==> config.mk <==
export PLATFORM = sky130hd
export DESIGN_NAME = supply_modulated_prog_link
export DESIGN_NICKNAME = d
export VERILOG_FILES = /design/src/logic/prog_link_pkg.sv /design/src/logic/supply_modulated_prog_link.sv
export VERILOG_INCLUDE_DIRS = /design/src /design/src/logic
export SDC_FILE = /design/constraint.sdc
export NUM_CORES = 1
export LEC_CHECK = 0
export BUFFER_PORTS_ARGS = -buffer_cell sky130_fd_sc_hd__buf_2
export CAP_MARGIN = 20
export CORE_ASPECT_RATIO = 2
export CORE_MARGIN = 5
export CORE_UTILIZATION = 65
export CTS_CLUSTER_SIZE = 24
export DETAILED_ROUTE_END_ITERATION = 16
export GPL_ROUTABILITY_DRIVEN = 0
export GPL_TIMING_DRIVEN = 0
export PLACE_DENSITY = 0.83
export SETUP_SLACK_MARGIN = 0.02
export SYNTH_ARGS = -nofsm -noshare
export SYNTH_HDL_FRONTEND = slang
export SYNTH_SLANG_ARGS = --single-unit
==> constraint.sdc <==
create_clock -name clk -period 12.4 [get_ports clk]
set_clock_uncertainty 0.15 [all_clocks]
set_input_delay 2.48 -clock clk [delete_from_list [all_inputs] [get_ports clk]]
set_output_delay 2.48 -clock clk [all_outputs]
set_load 0.02 [all_outputs]
==> src/logic/prog_link_defines.svh <==
`ifndef PROG_LINK_DEFINES_SVH
`define PROG_LINK_DEFINES_SVH

// ----------------------------------------
// Clock and link timing
// ----------------------------------------
`define CLK_MHZ 200
`define SYNC_MIN_US 1700
`define SYNC_MAX_US 1800
`define OUT_BIT_US 3000
`define ACT_MIN_US 50
`define ACT_MAX_US 200
`define OUT_ONE_PCT 65

// ----------------------------------------
// Telegram layout
// ----------------------------------------
`define HDR_BITS 9
`define WR_BITS 24
`define PAYLOAD_W 14
`define OP_HI 23
`define OP_LO 21
`define OPP_BIT 20
`define SEL_HI 19
`define SEL_LO 16
`define SELP_BIT 15
`define DAT_HI 14
`define DAT_LO 1

// ----------------------------------------
// Opcodes and special select
// ----------------------------------------
`define OP_READ 3'h2
`define OP_WRITE 3'h3
`define OP_BURN 3'h4
`define OP_ERASE 3'h5
`define OP_LOCK 3'h7
`define SEL_DEACT 4'hf
`define DEACT_KEY 14'h080f

// ----------------------------------------
// Register widths by select code
// ----------------------------------------
`define REGW_1 10
`define REGW_2 11
`define REGW_3 11
`define REGW_4 14
`define REGW_5 6
`define REGW_6 1
`define REGW_7 14
`define REGW_8 5
`define REGW_9 5
`define REGW_11 6
`define REGW_12 5
`define REGW_13 8
`define REGW_15 12
`define REGW_OTHER 14

`endif

==> src/logic/prog_link_pkg.sv <==
package prog_link_pkg;
  typedef enum logic [1:0] {RX_IDLE, RX_SYNC, RX_BITS} rx_state_e;
  typedef enum logic {TX_IDLE, TX_BIT} tx_state_e;
endpackage

==> src/logic/supply_modulated_prog_link.sv <==
`include "prog_link_defines.svh"

module supply_modulated_prog_link
  import prog_link_pkg::*;
#(
  parameter int CW = 20,
  parameter int SYNC_MIN_CYC = `SYNC_MIN_US * `CLK_MHZ,
  parameter int SYNC_MAX_CYC = `SYNC_MAX_US * `CLK_MHZ,
  parameter int OUT_BIT_CYC = `OUT_BIT_US * `CLK_MHZ,
  parameter int ACT_MIN_CYC = `ACT_MIN_US * `CLK_MHZ,
  parameter int ACT_MAX_CYC = `ACT_MAX_US * `CLK_MHZ
)
(
  input wire logic clk,
  input wire logic reset_n,
  input wire logic supply_level,
  input wire logic prog_level,
  input wire logic out_pin_in,
  output logic out_pin_out,
  output logic out_pin_oe_n,
  output logic [3:0] reg_sel,
  output logic [13:0] reg_wdata,
  output logic reg_write,
  input wire logic [13:0] reg_rdata,
  output logic erase_cmd,
  output logic lock_cmd,
  output logic burn_nv,
  output logic active
);

  if (SYNC_MIN_CYC < 16 || SYNC_MAX_CYC < SYNC_MIN_CYC ||
      OUT_BIT_CYC < 8 || ACT_MAX_CYC < ACT_MIN_CYC ||
      SYNC_MAX_CYC * 2 >= (1 << CW) || OUT_BIT_CYC >= (1 << CW) ||
      ACT_MAX_CYC >= (1 << CW))
  begin : g_bad
    $error("supply_modulated_prog_link: bad timing parameters");
  end

  localparam logic [CW-1:0] SMIN = CW'(SYNC_MIN_CYC);
  localparam logic [CW-1:0] SMAX = CW'(SYNC_MAX_CYC);
  localparam logic [CW-1:0] OBIT = CW'(OUT_BIT_CYC);
  localparam logic [CW-1:0] OMID = CW'(OUT_BIT_CYC * `OUT_ONE_PCT / 100);
  localparam logic [CW-1:0] AMIN = CW'(ACT_MIN_CYC);
  localparam logic [CW-1:0] AMAX = CW'(ACT_MAX_CYC);

  function automatic logic [4:0] reg_width(input logic [3:0] s);
    logic [4:0] w;
    w = 5'(`REGW_OTHER);
    unique case (s)
      4'h1: w = 5'(`REGW_1);
      4'h2: w = 5'(`REGW_2);
      4'h3: w = 5'(`REGW_3);
      4'h4: w = 5'(`REGW_4);
      4'h5: w = 5'(`REGW_5);
      4'h6: w = 5'(`REGW_6);
      4'h7: w = 5'(`REGW_7);
      4'h8: w = 5'(`REGW_8);
      4'h9: w = 5'(`REGW_9);
      4'hb: w = 5'(`REGW_11);
      4'hc: w = 5'(`REGW_12);
      4'hd: w = 5'(`REGW_13);
      4'hf: w = 5'(`REGW_15);
      default: w = 5'(`REGW_OTHER);
    endcase
    return w;
  endfunction

  // ----------------------------------------
  // Receiver on the supply line
  // ----------------------------------------
  rx_state_e rx_ff, nxt_rx;
  logic [CW-1:0] cnt_ff, nxt_cnt, period_ff, nxt_period;
  logic [23:0] shift_ff, nxt_shift, frame_ff, nxt_frame;
  logic [4:0] nbits_ff, nxt_nbits;
  logic mid_ff, nxt_mid, done_ff, nxt_done, prev_ff;
  logic edge_seen;
  logic [23:0] shifted;
  logic [4:0] nb_inc;

  assign edge_seen = supply_level ^ prev_ff;
  assign shifted = {shift_ff[22:0], mid_ff};
  assign nb_inc = nbits_ff + 5'h1;

  always_comb
  begin
    nxt_rx = rx_ff;
    nxt_cnt = cnt_ff + CW'(1);
    nxt_period = period_ff;
    nxt_shift = shift_ff;
    nxt_frame = frame_ff;
    nxt_nbits = nbits_ff;
    nxt_mid = mid_ff;
    nxt_done = 1'b0;
    unique case (rx_ff)
      RX_IDLE:
      begin
        nxt_cnt = '0;
        if (edge_seen)
          nxt_rx = RX_SYNC;
      end
      RX_SYNC:
      begin
        if (edge_seen && cnt_ff >= SMIN && cnt_ff <= SMAX)
        begin
          nxt_period = cnt_ff;
          nxt_rx = RX_BITS;
          nxt_cnt = '0;
          nxt_nbits = '0;
          nxt_mid = 1'b0;
        end
        else if (edge_seen)
          nxt_cnt = '0;
        else if (cnt_ff > SMAX)
          nxt_rx = RX_IDLE;
      end
      RX_BITS:
      begin
        if (edge_seen && cnt_ff < period_ff - (period_ff >> 3))
          nxt_mid = 1'b1;
        else if (edge_seen)
        begin
          nxt_shift = shifted;
          nxt_nbits = nb_inc;
          nxt_mid = 1'b0;
          nxt_cnt = '0;
          if (nb_inc == 5'(`HDR_BITS) && shifted[8:6] != `OP_WRITE)
          begin
            nxt_frame = {shifted[8:0], 15'h0};
            nxt_done = 1'b1;
            nxt_rx = RX_IDLE;
          end
          else if (nb_inc == 5'(`WR_BITS))
          begin
            nxt_frame = shifted;
            nxt_done = 1'b1;
            nxt_rx = RX_IDLE;
          end
        end
        else if (cnt_ff > period_ff + (period_ff >> 1))
          nxt_rx = RX_IDLE;
      end
    endcase
  end

  always_ff @(posedge clk)
  begin
    if (!reset_n)
    begin
      rx_ff <= RX_IDLE;
      cnt_ff <= '0;
      period_ff <= '0;
      shift_ff <= '0;
      frame_ff <= '0;
      nbits_ff <= '0;
      mid_ff <= 1'b0;
      done_ff <= 1'b0;
      prev_ff <= 1'b1;
    end
    else
    begin
      rx_ff <= nxt_rx;
      cnt_ff <= nxt_cnt;
      period_ff <= nxt_period;
      shift_ff <= nxt_shift;
      frame_ff <= nxt_frame;
      nbits_ff <= nxt_nbits;
      mid_ff <= nxt_mid;
      done_ff <= nxt_done;
      prev_ff <= supply_level;
    end
  end

  // ----------------------------------------
  // Decode and execute
  // ----------------------------------------
  logic [2:0] op;
  logic [3:0] sel;
  logic [13:0] dat;
  logic par_ok, go;
  logic tx_busy;
  logic active_ff, nxt_active, write_ff, nxt_write;

  assign op = frame_ff[`OP_HI:`OP_LO];
  assign sel = frame_ff[`SEL_HI:`SEL_LO];
  assign dat = frame_ff[`DAT_HI:`DAT_LO];
  assign par_ok = (frame_ff[`OPP_BIT] == ^(~op)) &&
                  (frame_ff[`SELP_BIT] == ^(~sel)) &&
                  (op != `OP_WRITE || frame_ff[0] == ~^(~dat));
  assign go = done_ff && par_ok && active_ff && !tx_busy;

  logic erase_ff, nxt_erase, lock_ff, nxt_lock;
  logic armed_ff, nxt_armed, burn_ff, nxt_burn;
  logic [CW-1:0] act_ff, nxt_act;
  logic start, is_read;

  always_comb
  begin
    nxt_active = active_ff;
    nxt_write = 1'b0;
    nxt_erase = 1'b0;
    nxt_lock = 1'b0;
    nxt_armed = armed_ff && !(burn_ff && !prog_level);
    nxt_burn = armed_ff && prog_level;
    nxt_act = '0;
    start = 1'b0;
    is_read = 1'b0;
    if (go)
    begin
      unique case (op)
        `OP_READ:
        begin
          start = 1'b1;
          is_read = 1'b1;
        end
        `OP_WRITE:
        begin
          nxt_write = 1'b1;
          start = 1'b1;
          if (sel == `SEL_DEACT && dat == `DEACT_KEY)
            nxt_active = 1'b0;
        end
        `OP_BURN:
        begin
          nxt_armed = 1'b1;
          start = 1'b1;
        end
        `OP_ERASE:
        begin
          nxt_erase = 1'b1;
          start = 1'b1;
        end
        `OP_LOCK:
        begin
          nxt_lock = 1'b1;
          start = 1'b1;
        end
        default: start = 1'b0;
      endcase
    end
    if (!active_ff && out_pin_oe_n)
    begin
      if (out_pin_in)
        nxt_act = (act_ff > AMAX) ? act_ff : act_ff + CW'(1);
      else if (act_ff >= AMIN && act_ff <= AMAX)
        nxt_active = 1'b1;
    end
  end

  always_ff @(posedge clk)
  begin
    if (!reset_n)
    begin
      active_ff <= 1'b1;
      write_ff <= 1'b0;
      erase_ff <= 1'b0;
      lock_ff <= 1'b0;
      armed_ff <= 1'b0;
      burn_ff <= 1'b0;
      act_ff <= '0;
    end
    else
    begin
      active_ff <= nxt_active;
      write_ff <= nxt_write;
      erase_ff <= nxt_erase;
      lock_ff <= nxt_lock;
      armed_ff <= nxt_armed;
      burn_ff <= nxt_burn;
      act_ff <= nxt_act;
    end
  end

  assign reg_sel = frame_ff[`SEL_HI:`SEL_LO];
  assign reg_wdata = frame_ff[`DAT_HI:`DAT_LO];
  assign reg_write = write_ff;
  assign erase_cmd = erase_ff;
  assign lock_cmd = lock_ff;
  assign burn_nv = burn_ff;
  assign active = active_ff;

  // ----------------------------------------
  // Answer on the output pin
  // ----------------------------------------
  tx_state_e tx_ff, nxt_tx;
  logic [15:0] tx_shift_ff, nxt_tx_shift;
  logic [4:0] left_ff, nxt_left;
  logic [CW-1:0] tcnt_ff, nxt_tcnt;
  logic level_ff, nxt_level;
  logic [13:0] lead;

  assign lead = reg_rdata << (5'(`PAYLOAD_W) - reg_width(sel));
  assign tx_busy = (tx_ff != TX_IDLE);

  always_comb
  begin
    nxt_tx = tx_ff;
    nxt_tx_shift = tx_shift_ff;
    nxt_left = left_ff;
    nxt_tcnt = tcnt_ff + CW'(1);
    nxt_level = level_ff;
    unique case (tx_ff)
      TX_IDLE:
      begin
        nxt_tcnt = '0;
        nxt_level = 1'b1;
        if (start)
        begin
          nxt_tx = TX_BIT;
          nxt_tx_shift = {1'b0, lead, ~^(~lead)};
          nxt_left = is_read ? 5'h10 : 5'h1;
        end
      end
      TX_BIT:
      begin
        if (tcnt_ff == OMID && tx_shift_ff[15])
          nxt_level = ~level_ff;
        if (tcnt_ff == OBIT - CW'(1))
        begin
          nxt_level = ~level_ff;
          nxt_tcnt = '0;
          nxt_tx_shift = {tx_shift_ff[14:0], 1'b0};
          nxt_left = left_ff - 5'h1;
          if (left_ff == 5'h1)
            nxt_tx = TX_IDLE;
        end
      end
    endcase
  end

  always_ff @(posedge clk)
  begin
    if (!reset_n)
    begin
      tx_ff <= TX_IDLE;
      tx_shift_ff <= '0;
      left_ff <= '0;
      tcnt_ff <= '0;
      level_ff <= 1'b1;
    end
    else
    begin
      tx_ff <= nxt_tx;
      tx_shift_ff <= nxt_tx_shift;
      left_ff <= nxt_left;
      tcnt_ff <= nxt_tcnt;
      level_ff <= nxt_level;
    end
  end

  // Final toggle lands in the same cycle as release; the pull-down takes over
  assign out_pin_out = level_ff;
  assign out_pin_oe_n = !tx_busy;

endmodule

Word-level counts from Yosys, hierarchy flattened --
Memory sizes are Yosys's and may differ from the RTL's. A register that Yosys moved wholly into a read port is not among the register bits. Cells that the tools add are included.
Storage, ports and cells: register bits 166, bits in read-only memories 64, bits of input ports 19, output and inout port bits 25, logic and storage cells 179, memories 1
Operators by class: add/subtract/negate cells 8, magnitude comparators 8, equal/unequal tests 31, shift operators 1, mux-type cells 59, bitwise logic cells 11, reduce and logical (&&, ||, !) cells 39
Memory list:
- (no name shown) | words 16, width 4, rd ports 1, clocked after memory_dff 1, wr ports 0, RTL line supply_modulated_prog_link.sv:49 | unique case (s)
Operators by type and width (count):
- two-way mux 20 bit | 4
- adder 20 x 1 -> 20 bit (second input constant) | 3
- one-hot mux 20 bit (3 select lines) | 1
- two-way mux 24 bit | 2
- one-hot mux 20 bit (2 select lines) | 1
- two-way mux 16 bit | 2
- one-hot mux 16 bit (2 select lines) | 1
- two-way mux 5 bit | 6
- inverter 14 bit | 2
- XNOR reduction 14 bit | 2
- two-way mux 1 bit | 25
- adder 20 x 19 -> 20 bit | 1
- == test 20 x 19 -> 1 bit (second input constant) | 1
- == test 20 bit (second input constant) | 1
- greater-or-equal comparator 20 x 14 -> 1 bit (second input constant) | 1
- greater-or-equal comparator 20 x 19 -> 1 bit (second input constant) | 1
- greater-than comparator 20 x 16 -> 1 bit (second input constant) | 1
- greater-than comparator 20 x 19 -> 1 bit (second input constant) | 1
- greater-than comparator 20 bit | 1
- less-or-equal comparator 20 x 16 -> 1 bit (second input constant) | 1
- less-or-equal comparator 20 x 19 -> 1 bit (second input constant) | 1
- < comparator 20 bit | 1
- one-hot mux 5 bit (2 select lines) | 2
- subtractor 20 x 17 -> 20 bit | 1
- 41 further kinds | 94

Depth between registers and ports, before layout --
word-level depth 12, mapped depth 25

Worst setup path after synthesis --
OpenSTA, ideal clock, no wires.
kind register to register, start register period_ff[3], end register with a tool-made name, library setup time 0.123 ns, arrival time 4.527 ns, setup slack 7.600 ns, cell stages (with the launch flop) 24, clock period less this slack 4.800 ns, path through dfxtp_1 -> ha_1 -> inv_1 -> fa_1 -> a21o_1 -> a21oi_1 -> o21bai_1 -> a31oi_1 -> a21boi_1 -> a41oi_1 -> nand2b_1 -> a21oi_1 -> xor2_1 -> ha_1 -> a21o_1 -> a211o_1 -> o21a_1 -> o21a_1 -> buf_2 -> mux2_2 -> and2_1 -> ha_1 -> nor2_1 -> o22ai_1
RTL lines:
- start: declaration | RTL line supply_modulated_prog_link.sv:72 | logic [CW-1:0] cnt_ff, nxt_cnt, period_ff, nxt_period;
- start signal: assignment | RTL line supply_modulated_prog_link.sv:163 | period_ff <= nxt_period;

==> run summary <==
Mapped Avg Cell Area: 8.50 um2
RSZ-0062 raised after global routing: no
synthesis warning total: 0
Crit Path Category: reg -> reg
Max Root-Sink Buffers: 2
switching share of total power: 0.233
Die Area: 20200 um2
outcome: finished clean
global-route wire length before repair: 47.7 mm
synth top area cells: dfxtp_1, ha_1, nor2_1
Setup-failing EPs final: 0
WP data arrival: 5.91 ns
#FFs+latches synth: 170
IO Count: 44
P&R area growth vs syn: 9.76%
Synth area leader: dfxtp_1
clock power share: 0.487
Crit path required time: 12.56 ns
Async SR Flop Fraction: 0
Worst Hold Launch: act_ff[19]$_SDFFE_PN0P_
Flop pwr share: 0.469
DR WL/cell: 17.9 um
leakage: 0.00536 uW
Starting Density: 0.655
PwrDens: 94.5 nW/um2
Detailed Routing Iterations Pass 1: 6
drt total wl: 28.8 mm
internal power: 895 uW
gr ovfl total: 0
hold_buf cts: 0
non-filler cells, final: 1608
largest net degree at the start of global routing: 17
worst path cell trace: ha_1 > inv_1 > fa_1 > a21o_1 > a21oi_1 > o21bai_1 > a31oi_1 > a21boi_1 > a41oi_1 > nand2b_1 > a21oi_1 > xor2_1 > ha_1 > nand3_1 > nor4b_4 > o21a_1 > buf_2 > mux2_2 > and2_1 > ha_1 > nor2_1 > o22ai_1
fin crit period: 5.75 ns
share of cells above drive strength 1: 0.105
fillers: 1348
fin crit share: 0.464
I/O Buffers: 43
row count: 68
Finished Cell Area: 12400 um2
setup tns final: 0 ns
drt via density: 6.12
worst r2r src: period_ff[3]$_SDFFE_PN0P_
chip height: 196 um
final-report hold violation count: 0
Top FF cell, synth: dfxtp_1
Slew @ Worst Pin: 0.798 ns
Reg clk slew, reported paths: 0.07 ns
Psw: 272 uW
cells after synthesis: 1324
Final Max Tran Viols: 0
fmax: 174 MHz
Comb pwr share: 0.044
CTS root buf: clkbuf_16
die width: 103 um
CP startpoint kind: flip-flop
Worst path max stage delay: 0.44 ns
Yosys top cell area share: 0.302
overall power: 1170 uW
Hold WC Path Type: reg -> reg
crit path max fanout: 10
DR vias: 9848
critical path endpoint category: flip-flop
slowest CP cell: nor4b_4
Final WS setup: 6.65 ns
CP delay by family, top: compound AO/OA/AOI/OAI gates
initial antenna violation count: 0
slew margin rel.: 0.464
register area share after synthesis: 0.302
dpl hpwl: 22.3 mm
CP bufs+invs: 2
final net count: 1515
CTS tree: done
H-tree depth: 4
postcts setup bufs: 0
clk_lat worst skew: 0.44 ns
Peak supply drop: 0.0950 mV
Core Box Area: 17200 um2
DRC violations left: 0
cell count after placement: 1577
critical path's most frequent cell: ha_1
ANT nets after route: 0
GRT Total Usage: 0.298
Yosys cell types: 84
Max Cap Viol: 0
DR iter-0 viols: 419
placed cell area: 11700 um2
Resize count post-CTS: 0
Syn Nets: 1453
vias in the first global route: 10100
EDFF count, synth: 0
CTS buffer count: 17
antenna diode count: 0
launch point of the worst path: period_ff[3]$_SDFFE_PN0P_
CTS Sinks: 170
Post-Syn Area: 11300 um2
Place WS: 6.73 ns
==> per-stage QoR <==
stage / hold slack, ns / utilization
after floorplan: 0.258 / -
final: 0.289 / 0.719
after global routing: 0.317 / 0.719
after CTS: 0.293 / 0.719
after global placement: 0.267 / 0.683
after detailed placement: 0.267 / 0.683
==> power groups by stage <==
stage | clock, uW | combinational, uW | sequential (uW)
after floorplan | 0 | 34.7 | 560
after global placement | 0 | 50.0 | 560
after detailed placement | 0 | 51.0 | 560
after CTS | 574 | 51.3 | 547
after global routing | 597 | 56.6 | 547
final | 568 | 51.9 | 547
==> state kept, by name, summed over array words and instances (netlist names), 2 cells and up, named ones only <==
register     cells
rx_ff            2
act_ff          20
shift_ff        23
frame_ff        24
period_ff       20
left_ff          5
tcnt_ff         20
nbits_ff         5
tx_shift_ff     16
cnt_ff          20
==> routing by layer <==
metal	track usage	vias to the layer above	share of wire
met2	0.565	298	0.56
met5	0	-	0
met1	0.265	4655	0.33
met3	0.0552	145	0.035
li1	-	4750	-
met4	0.210	0	0.076
==> cell usage in the layout (no fill, tap or decap), types with 53 or more instances in the layout <==
master / synthesis / routed
xor2_1: 53 / 53
xnor2_1: 57 / 57
a21oi_1: 68 / 68
dfxtp_1: 170 / 170
inv_1: 75 / 75
mux2i_1: 54 / 54
nand2_1: 84 / 84
nor2_1: 189 / 189
buf_2: 14 / 57
ha_1: 108 / 108
==> synth_stat cells, types with 6 or more instances <==
master and n:
ha_1 108, nor3_1 24, inv_1 75, nand3b_1 7, nand4_1 21, nor4_1 8
nor2b_1 10, nand2b_1 19, xor2_1 53, a211oi_1 12, dfxtp_1 170, and2_1 14
o21a_1 6, o21bai_1 6, mux2i_1 54, nand2_1 84, a31oi_1 14, a21oi_1 68
and3_1 28, o21ai_0 44, o211ai_1 9, clkbuf_1 30, nand3_1 37, buf_2 14
mux2_2 9, nor2_1 189, or3_1 11, xnor2_1 57, buf_4 21, a21o_1 20
==> cell families after synthesis <==
group,synth area share
multiplexers,0.0761
XOR/XNOR,0.0941
AO/OA/AOI/OAI,0.136
flip-flops,0.302
buffers and inverters,0.0563
AND/OR/NAND/NOR,0.212
adder cells (fa/ha/maj),0.124
==> worst register-to-register path, delay by kind of cell, from the launching register on <==
| family | cells | cell delay, ns |
|---|---|---|
| buf+inv | 2 | 0.28 |
| xor+xnor | 1 | 0.28 |
| compound gates | 9 | 2.05 |
| fa+ha+maj | 4 | 1.09 |
| mux | 1 | 0.37 |
| simple gates | 5 | 0.96 |
| flops | 1 | 0.43 |
==> final cells by class <==
type / instances / area (um2) / area share
clock buffers: 18 / 439 / 0.0356
repair buffers: 43 / 215 / 0.0174
well taps: 210 / 263 / 0.0213
inverters: 75 / 282 / 0.0228
flip-flops and latches: 170 / 3400 / 0.276
plain buffers: 66 / 352 / 0.0285
clock inverters: 13 / 181 / 0.0147
multi-input cells: 1013 / 7220 / 0.584
==> final timing paths <==
path                                                 to  slack (ns)  depth (start not counted)
worst max-delay path                          flip-flop        6.65                         22
worst min-delay path            act_ff[19]$_SDFFE_PN0P_        0.29                          2
worst max register to register                flip-flop        6.65                         22
worst min register to register  act_ff[19]$_SDFFE_PN0P_        0.29                          2
Note: power is estimated with default switching activity, not from simulation.
